$ cat config.mk
export PLATFORM = sky130hd
export DESIGN_NAME = sglpm_pins
export DESIGN_NICKNAME = d
export VERILOG_FILES = /design/src/inc/sglpm_pkg.sv /design/src/logic/sglpm_pins.sv
export SDC_FILE = /design/constraint.sdc
export NUM_CORES = 1
export LEC_CHECK = 0
export BUFFER_PORTS_ARGS = -buffer_cell sky130_fd_sc_hd__clkbuf_2
export CORE_MARGIN = 2
export CORE_UTILIZATION = 33
export DETAILED_ROUTE_END_ITERATION = 7
export GPL_TIMING_DRIVEN = 0
export REMOVE_ABC_BUFFERS = 1
export SLEW_MARGIN = 20
export SYNTH_ARGS = -nofsm -noshare
export SYNTH_HDL_FRONTEND = slang
export SYNTH_SLANG_ARGS = --single-unit
$ cat constraint.sdc
create_clock -name clk -period 4.08 [get_ports clk]
set_clock_uncertainty 0.05 [all_clocks]
set_input_delay 0.408 -clock clk [delete_from_list [all_inputs] [get_ports clk]]
set_output_delay 0.408 -clock clk [all_outputs]
set_load 0.005 [all_outputs]
$ cat src/inc/sglpm_pkg.sv
// Package for the shared gpio, signal-loss and egress tap pin logic.
`default_nettype none
package sglpm_pkg;
   // ----------------------------------------------------------------------
   // Register map
   // ----------------------------------------------------------------------
   localparam logic [15:0] gpio_state_high_byte_addr = 16'h0146;
   localparam logic [15:0] gpio_state_low_byte_addr = 16'h0147;
   localparam logic [15:0] gpio_direction_high_addr = 16'h014a;
   localparam logic [15:0] gpio_direction_low_addr = 16'h014b;
   localparam logic [7:0] dir_reset = 8'h00;
   localparam logic [7:0] state_reset = 8'h00;
   localparam int tap_pin = 3;
   localparam int pin_count = 12;

   // ----------------------------------------------------------------------
   // Types
   // ----------------------------------------------------------------------
   typedef enum logic {
      sglpm_tap_insert,
      sglpm_tap_extract
   } sglpm_tap_mode_t;

   typedef struct packed {
      logic pos;
      logic neg;
   } sglpm_rail_t;

   typedef struct packed {
      logic [15:0] addr;
      logic wr;
      logic rd;
      logic [7:0] wdata;
   } sglpm_bus_t;
endpackage
`default_nettype wire

$ cat src/logic/sglpm_pins.sv
// Shared pin logic: gpio, external signal loss inputs and egress tap port.
`timescale 1ns/1ps
`default_nettype none
// Overview of operation
// - Channel disabled: its pin is a register controlled gpio.
// - Low direction register holds direction bits for pins 0 to 7.
// - High direction register holds pins 8 upward, pin 8 at bit 0.
// - An input pin reads back its current level in the state register.
// - An output pin drives the value written to its state bit.
// - High state byte carries pins 8 upward, read and write.
// - Enabled channel: pin high declares loss of signal for it.
// - Channel 3 loss input only while the egress tap port is off.
// - Tap port on: channel 3 pin is negative rail, in or out.
// - Insert mode replaces the egress stream with the rail data.
// - Insert mode samples both rails on falling tap clock edges.
// - Extract mode changes both rails on rising tap clock edges.
module sglpm_pins #(
   parameter int npins = sglpm_pkg::pin_count
) (
   input wire logic clk,
   input wire logic rst,
   input wire sglpm_pkg::sglpm_bus_t bus,
   output logic [7:0] rdata,
   input wire logic [npins-1:0] chan_enable,
   input wire logic tap_enable,
   input wire sglpm_pkg::sglpm_tap_mode_t tap_mode,
   input wire logic [npins-1:0] pin_in,
   output logic [npins-1:0] pin_out,
   output logic [npins-1:0] pin_oe,
   output logic [npins-1:0] signal_loss,
   input wire logic egress_tap_clock_in,
   output logic egress_tap_clock_out,
   output logic egress_tap_clock_oe,
   input wire logic egress_tap_pos_rail_in,
   output logic egress_tap_pos_rail_out,
   output logic egress_tap_pos_rail_oe,
   input wire sglpm_pkg::sglpm_rail_t egress_data,
   output sglpm_pkg::sglpm_rail_t egress_stream,
   output logic egress_stream_valid
);
   // ----------------------------------------------------------------------
   // Synchronisers
   // ----------------------------------------------------------------------
   logic [npins+1:0] sync1, sync2;
   logic [npins-1:0] pin_s;
   logic clk_s, pos_s, clk_d;
   always_ff @(posedge clk) begin
      sync1 <= {egress_tap_clock_in, egress_tap_pos_rail_in, pin_in};
      sync2 <= sync1;
      clk_d <= clk_s;
   end
   assign pin_s = sync2[npins-1:0];
   assign pos_s = sync2[npins];
   assign clk_s = sync2[npins+1];

   // ----------------------------------------------------------------------
   // Registers
   // ----------------------------------------------------------------------
   logic [15:0] dir, state, next_dir, next_state;
   logic tap_on;
   assign tap_on = tap_enable;
   always_comb begin
      next_dir = dir;
      next_state = state;
      if (bus.wr) begin
         if (bus.addr == sglpm_pkg::gpio_direction_low_addr) begin
            next_dir[7:0] = bus.wdata;
         end else if (bus.addr == sglpm_pkg::gpio_direction_high_addr) begin
            next_dir[15:8] = bus.wdata;
         end else if (bus.addr == sglpm_pkg::gpio_state_low_byte_addr) begin
            next_state[7:0] = bus.wdata;
         end else if (bus.addr == sglpm_pkg::gpio_state_high_byte_addr) begin
            next_state[15:8] = bus.wdata;
         end
      end
   end
   always_ff @(posedge clk) begin
      if (rst) begin
         dir <= {sglpm_pkg::dir_reset, sglpm_pkg::dir_reset};
         state <= {sglpm_pkg::state_reset, sglpm_pkg::state_reset};
      end else begin
         dir <= next_dir;
         state <= next_state;
      end
   end

   // Input pins read their level; output pins read the written value.
   logic [15:0] level;
   always_comb begin
      level = state;
      for (int i = 0; i < npins; i++) begin
         if (!dir[i]) begin
            level[i] = pin_s[i];
         end
      end
   end
   // Read data holds between reads; unknown addresses read as zero.
   logic [7:0] next_rdata;
   always_comb begin
      next_rdata = rdata;
      if (bus.rd) begin
         next_rdata = 8'h00;
         if (bus.addr == sglpm_pkg::gpio_direction_low_addr) begin
            next_rdata = dir[7:0];
         end else if (bus.addr == sglpm_pkg::gpio_direction_high_addr) begin
            next_rdata = dir[15:8];
         end else if (bus.addr == sglpm_pkg::gpio_state_low_byte_addr) begin
            next_rdata = level[7:0];
         end else if (bus.addr == sglpm_pkg::gpio_state_high_byte_addr) begin
            next_rdata = level[15:8];
         end
      end
   end
   always_ff @(posedge clk) begin
      if (rst) begin
         rdata <= 8'h00;
      end else begin
         rdata <= next_rdata;
      end
   end

   // ----------------------------------------------------------------------
   // Pin function select
   // ----------------------------------------------------------------------
   logic tap_pin_out;
   always_comb begin
      for (int i = 0; i < npins; i++) begin
         pin_out[i] = state[i];
         pin_oe[i] = !chan_enable[i] && dir[i];
         signal_loss[i] = chan_enable[i] && pin_s[i];
      end
      if (tap_on) begin
         signal_loss[sglpm_pkg::tap_pin] = 1'b0;
         pin_out[sglpm_pkg::tap_pin] = tap_pin_out;
         pin_oe[sglpm_pkg::tap_pin] =
            (tap_mode == sglpm_pkg::sglpm_tap_extract);
      end
   end

   // ----------------------------------------------------------------------
   // Egress tap port
   // ----------------------------------------------------------------------
   // The tap clock is sampled on clk; it must run well below clk/4.
   logic fall, rise, insert, extract;
   assign fall = clk_d && !clk_s;
   assign rise = !clk_d && clk_s;
   assign insert = tap_on && tap_mode == sglpm_pkg::sglpm_tap_insert;
   assign extract = tap_on && tap_mode == sglpm_pkg::sglpm_tap_extract;

   sglpm_pkg::sglpm_rail_t next_stream, rails, next_rails;
   logic next_valid;
   always_comb begin
      next_stream = egress_stream;
      next_valid = 1'b0;
      next_rails = rails;
      if (insert && fall) begin
         next_stream.pos = pos_s;
         next_stream.neg = pin_s[sglpm_pkg::tap_pin];
         next_valid = 1'b1;
      end
      if (extract && rise) begin
         next_rails = egress_data;
      end
   end
   always_ff @(posedge clk) begin
      if (rst) begin
         egress_stream <= '0;
         egress_stream_valid <= 1'b0;
         rails <= '0;
      end else begin
         egress_stream <= next_stream;
         egress_stream_valid <= next_valid;
         rails <= next_rails;
      end
   end
   assign tap_pin_out = rails.neg;
   assign egress_tap_pos_rail_out = rails.pos;
   assign egress_tap_pos_rail_oe = extract;
   assign egress_tap_clock_out = 1'b0;
   assign egress_tap_clock_oe = 1'b0;
endmodule
`default_nettype wire

==> results of run 1 <==
## cell usage after synthesis, drive strengths merged (3+ instances only)
master / number
a21oi: 35
a31oi: 5
and2: 12
and3b: 3
buf: 17
clkbuf: 16
dfxtp: 74
mux2i: 15
nand2: 6
nand3: 28
nand3b: 3
nand4: 10
nor2: 29
nor2b: 13
nor4: 3
nor4b: 3
o21ai: 41
o22ai: 4
o31ai: 4
o32a: 3
o41ai: 4
## layer usage
layer | wire length (um) | GRT usage (%) | part of all wire, % | vias to the layer above
li1 | - | - | - | 1418
met4 | 79 | 4.678 | 0.90 | 0
met1 | 3724 | 22.40 | 43 | 1333
met5 | 0 | 0 | 0 | -
met2 | 4091 | 27.36 | 47 | 122
met3 | 852 | 5.409 | 9.7 | 7
## final timing paths
kind | endpoint | slack (ps) | cells after the start
max | rdata[4] | 2000 | 5
min | sync1[5] | 100 | 1
max reg2reg | egress_stream[1] | 2700 | 3
min reg2reg | sync2[11] | 280 | 0
## logic make-up (layout without fill, tap and decap cells)
group	Yosys count	after routing	synth area share, %
buf+inv	35	124	6.029
flops	74	74	47.59
simple gates	122	122	23.39
other cells	1	2	0.1205
mux	17	17	5.546
compound gates	97	97	17.32
## cell type report
class | count | area (um2) | area share (%)
Sequential cell | 74 | 1481 | 39.00
Multi-Input combinational cell | 238 | 1453 | 38.24
Timing Repair Buffer | 106 | 530.5 | 13.97
Tap cell | 111 | 138.9 | 3.656
Clock buffer | 10 | 137.6 | 3.623
Clock inverter | 6 | 50.05 | 1.318
Inverter | 2 | 7.507 | 0.1976
## cell usage in the layout, fill, tap and decap left out, types with 3 or more instances in the layout
master	instances
a31oi_1	5
nor2b_1	13
o21ai_1	5
nand2_1	6
clkinvlp_4	4
and3b_1	3
mux2i_1	15
clkbuf_8	10
o41ai_1	4
dfxtp_1	74
nand3_1	28
nor2_1	29
clkbuf_2	106
and2_1	12
o32a_1	3
o21ai_0	36
o31ai_1	4
nand4_1	10
o22ai_1	4
a21oi_1	35
## critical path: cells and delay by family
family	cells	cell delay, ps
compound gates	2	350
buf+inv	1	210
simple gates	2	1340
## per-stage QoR
stage	total power [mW]	instances
floorplan	0.8011	314
global placement	0.8670	531
detailed placement	0.8692	531
CTS	1.407	547
global route	1.450	547
finish	1.392	547
## sequential cells by signal, summed over array words and instances (netlist names)
register / cells
clk_d: 1
dir: 16
egress_stream: 2
egress_stream_valid: 1
egress_tap_pos_rail_out: 1
rdata: 8
state: 16
sync1: 14
sync2: 14
tap_pin_out: 1
## power groups by stage
stage / Clock (mW) / Sequential [mW] / Combinational [mW]
after floorplan: 0 / 0.762 / 0.0394
after global placement: 0 / 0.763 / 0.104
after detailed placement: 0 / 0.764 / 0.105
after CTS: 0.554 / 0.747 / 0.106
after global routing: 0.585 / 0.749 / 0.116
final: 0.540 / 0.746 / 0.106
==> impl_metrics.py, run 1 <==
metrics = {
    "detailed_routing": {
        "vias": 2880,
        "ant_nets": 0,
        "wl_per_cell_um": 15.99,
        "dr.pass1.iters": 5,
        "vias_per_cell": 5.265,
        "drc": 0,
        "dr.first_iter.drc_count": 123,
        "wl_mm": 8.747,
    },
    "setup_path": {
        "crit_path_max_fanout": 13,
        "worstSetupStartpoint": "bus[10]",
        "r2r-start": "clk_d",
        "required_ps": 4310,
        "slowest_delay_ps": 790,
        "worst_ep_arrival_time_ps": 2310,
        "crit_path_start_kind": "input port",
        "path_cells": "clkbuf_2, or3b_1, nor2_1, a31oi_1, a21oi_1",
        "worstSetupPathType": "input port to flop",
        "crit_slowest_cell": "nor2_1",
        "cp-end-kind": "flop",
    },
    "clocking": {
        "cts-resized-gates": 0,
        "cts_sinks": 74,
        "insertion_delay_ps": 350,
        "post-cts-setup-buffers": 0,
        "clk_pin_slew_ps": 90,
        "cts_buffers": 9,
        "hold_buffers": 0,
        "root_buffer": "clkbuf_8",
        "clk_path_buf_depth": 2,
        "htree_levels": 3,
        "cts_tree": "done",
    },
    "global_route": {
        "grt_max_degree": 44,
        "grt_pass1_wl_mm": 13.43,
        "grt_overflow": 0,
        "grt_use_total_pct": 17.12,
        "antenna_found_initial": 0,
        "first_global_vias": 2659,
    },
    "power_and_ir_drop": {
        "switching_share_pct": 26.11,
        "ir_drop_v": 0.0002339,
        "p_int_mw": 1.029,
        "pwr-share-comb_pct": 7.6,
        "switchingPower_mw": 0.3635,
        "sequentialPowerShare_pct": 53.6,
        "p_leak_nw": 1.517,
        "powerDensity_nw_per_um2": 366.5,
        "p_clk_share_pct": 38.8,
    },
    "timing": {
        "rsz0062_at_grt": "no",
        "finalMaxSlewViolations": 0,
        "setup_viol": 0,
        "finalWorstSetupSlack_ps": 1998,
        "max_slew_margin_pct": 34.58,
        "hold_viol": 0,
        "post-route-min-period_ps": 2082,
        "setup_tns_ps": 0,
        "fmax_ghz": 0.4803,
        "hold_slack_ps": 103.6,
        "tightestPinTransition_ps": 977.7,
        "finalCritPeriodShare_pct": 51.03,
    },
    "final_layout": {
        "utilization_pct": 41.31,
        "fin_area_um2": 3799,
        "fin_nets": 489,
        "n_antenna_cell": 0,
        "drive_gt1_share_pct": 30.50,
        "nFillCells": 947,
        "area_growth_pct": 22.03,
    },
    "placed_design": {
        "port_buffers": 106,
        "finalWeightedCongestion": 0.7986,
        "pre_cts_ws_ps": 1669,
        "dpl_cell_area_um2": 3611,
        "dp_hpwl_mm": 6.197,
    },
    "hold_path": {
        "min_from": "pin_in[5]",
        "hp-class": "input port to flop",
    },
    "yosys": {
        "ys.flop_type": "dfxtp_1",
        "synthesis.instances": 346,
        "synth_warnings": 0,
        "yosysTopAreaCellShare_pct": 47.59,
        "synth_cell_types": 42,
        "synth_area_um2": 3113,
        "synth-seq-cells": 74,
        "async_reset_ff_share_pct": 0,
        "yosysSeqAreaShare_pct": 47.59,
        "syn_avg_cell_area_um2": 8.997,
        "synth-edff-count": 0,
        "yosys-top-cells-area": "dfxtp_1 48%, o21ai_0 5.8%, a21oi_1 5.6%, mux2i_1 4.8%, nand3_1 4.5%",
        "yosysTopAreaCell": "dfxtp_1",
    },
    "status": {
        "status": "finished, final reports clean",
    },
    "die": {
        "initial_core_util_pct": 33.85,
        "row_count": 35,
        "die_x_um": 101.1,
        "dieArea_um2": 10230,
        "die_y_um": 101.1,
        "core_um2": 9196,
        "ioPinCount": 109,
    },
    "job": {
        "maxCapViolations": 0,
    },
}
No activity file was read; power rests on OpenSTA's default activity.
==> run 2, diff against run 1 <==
- clock period: 4.08 -> 1.7 ns (I/O delays scaled with it)
==> impl_metrics.py, run 2 (synthesis results as in run 1) <==
metrics = {
    "final_layout": {
        "multiInputGateArea_um2": 1466,
        "utilization_pct": 43.14,
        "regArea_um2": 1481,
        "final_common_cell": "clkbuf_2",
        "final_cell_count_no_fill": 563,
        "nFillCells": 934,
        "fin_nets": 505,
        "top_regs": "dir x16, state x16",
        "drive_gt1_share_pct": 30.75,
        "n_antenna_cell": 0,
        "area_growth_pct": 27.45,
        "final_cell_mix": "106 x clkbuf_2, 74 x dfxtp_1, 36 x o21ai_0",
    },
    "setup_path": {
        "r2r-start": "clk_d",
        "worstSetupPathType": "input port to flop",
        "path_cells": "clkbuf_2, nor4_2, nand3_2, o32a_1, a21oi_1",
        "crit_slowest_cell": "nor4_2",
        "crit_path_max_fanout": 11,
        "crit_path_start_kind": "input port",
        "slowest_delay_ps": 600,
        "critPathBufInv": 1,
        "ff2ff_path_depth": 3,
        "critPathCapture": "rdata[7]",
        "worst_r2r_endpoint": "egress_stream[1]",
        "crit_cells": 5,
        "r2r_setup_slack_ps": 330,
        "cp-end-kind": "flop",
        "required_ps": 1920,
        "worstSetupStartpoint": "bus[23]",
        "worst_ep_arrival_time_ps": 1810,
        "path_delay_family": "simple AND/OR/NAND/NOR gates",
    },
    "timing": {
        "post-route-min-period_ps": 1594,
        "tightestPinTransition_ps": 894.9,
        "hold_viol": 0,
        "max_slew_margin_pct": 40.34,
        "finalCritPeriodShare_pct": 93.75,
        "rsz0062_at_grt": "no",
        "finalMaxSlewViolations": 0,
        "fmax_ghz": 0.6275,
        "hold_slack_ps": 14.12,
        "setup_viol": 0,
    },
    "power_and_ir_drop": {
        "p_leak_nw": 1.584,
        "power_mw": 3.361,
        "powerDensity_nw_per_um2": 847.2,
        "ir_drop_v": 0.0005597,
    },
    "die": {
        "die_y_um": 101.1,
        "core_um2": 9196,
        "row_count": 35,
        "dieArea_um2": 10230,
        "die_x_um": 101.1,
        "initial_core_util_pct": 33.85,
        "ioPinCount": 109,
    },
    "detailed_routing": {
        "dr.first_iter.drc_count": 138,
        "wl_per_cell_um": 15.74,
        "wl_mm": 8.862,
        "dr.pass1.iters": 4,
        "vias_per_cell": 5.217,
        "vias": 2937,
        "drc": 0,
        "ant_nets": 0,
    },
    "placed_design": {
        "placedCellCount": 531,
        "dp_hpwl_mm": 6.197,
        "port_buffers": 106,
        "finalWeightedCongestion": 0.7986,
    },
    "status": {
        "status": "finished, final reports clean",
    },
    "global_route": {
        "first_global_vias": 2736,
        "grt_max_degree": 44,
        "grt_pass1_wl_mm": 13.65,
        "grt_use_total_pct": 17.34,
        "grt_overflow": 0,
        "antenna_found_initial": 0,
    },
    "clocking": {
        "cts_sinks": 74,
        "cts_tree": "done",
        "htree_levels": 3,
        "insertion_delay_ps": 350,
        "clk_pin_slew_ps": 90,
        "root_buffer": "clkbuf_8",
        "cts_buffers": 9,
        "clk_path_buf_depth": 2,
    },
    "job": {
        "maxCapViolations": 0,
    },
    "hold_path": {
        "hp-class": "input port to flop",
    },
}
-- run 2: changes by cell type in the layout (fill, tap and decap cells not counted), sizes merged --
cell         previous run  this run
buf                     0         2
dlygate4sd3             0        14
-- run 2: what timing repair did --
action	CTS	global route
hold buffers	14	0
buffers inserted	1	1
pin swaps	1	1
gates resized for setup	2	2
cloned	0	0
hold endpoints to repair	14	0
setup endpoints to repair	20	26
-- run 2: worst reg2reg max path, stage by stage (launching register included) --
cell and delay [ps]:
dfxtp_1 330, nor4bb_1 560, mux2i_1 250, nor2_1 50
-- run 2: area by class of cell --
class,instances,share of cell area (%)
clock buffer,10,3.469
timing repair buffer,122,17.28
sequential,74,37.34
multi-input combinational,238,36.96
tap,111,3.500
inverter,2,0.1892
clock inverter,6,1.261
-- run 2: power breakdown --
group	leakage (nW)	switching (mW)	internal (mW)	total (mW)
combinational	0.893	0.150	0.130	0.280
sequential	0.608	0.0159	1.78	1.79
clock	0.0831	0.706	0.584	1.29
-- run 2: how the worst min path moves through the flow --
| stage | slack [ps] | depth (start not counted) | end | startpoint |
|---|---|---|---|---|
| floorplan | 150 | 0 | sync1[0] | pin_in[0] |
| global placement | 220 | 1 | sync1[1] | pin_in[1] |
| detailed placement | 220 | 1 | sync1[1] | pin_in[1] |
| CTS | 1 | 3 | egress_tap_pos_rail_out | egress_data[1] |
| global route | 40 | 3 | tap_pin_out | egress_data[0] |
| finish | 10 | 3 | egress_tap_pos_rail_out | egress_data[1] |
-- run 2: through the flow --
| step | setup WS, ps | setup TNS, ps | cell area [um2] |
|---|---|---|---|
| after floorplan | 186.5 | 0 | 2937 |
| after detailed placement | -472.5 | -13080 | 3611 |
| after CTS | 78.61 | 0 | 3954 |
| after global placement | -406.4 | -11240 | 3606 |
| after global routing | 6.916 | 0 | 3968 |
| final | 106.3 | 0 | 3968 |
-- run 2: routing by layer --
layer	track usage, %	vias to the layer above	wire [um]
met4	4.470	0	132
met1	22.27	1357	3866
met5	0	-	0
li1	-	1444	-
met3	5.201	11	728
met2	28.53	125	4135
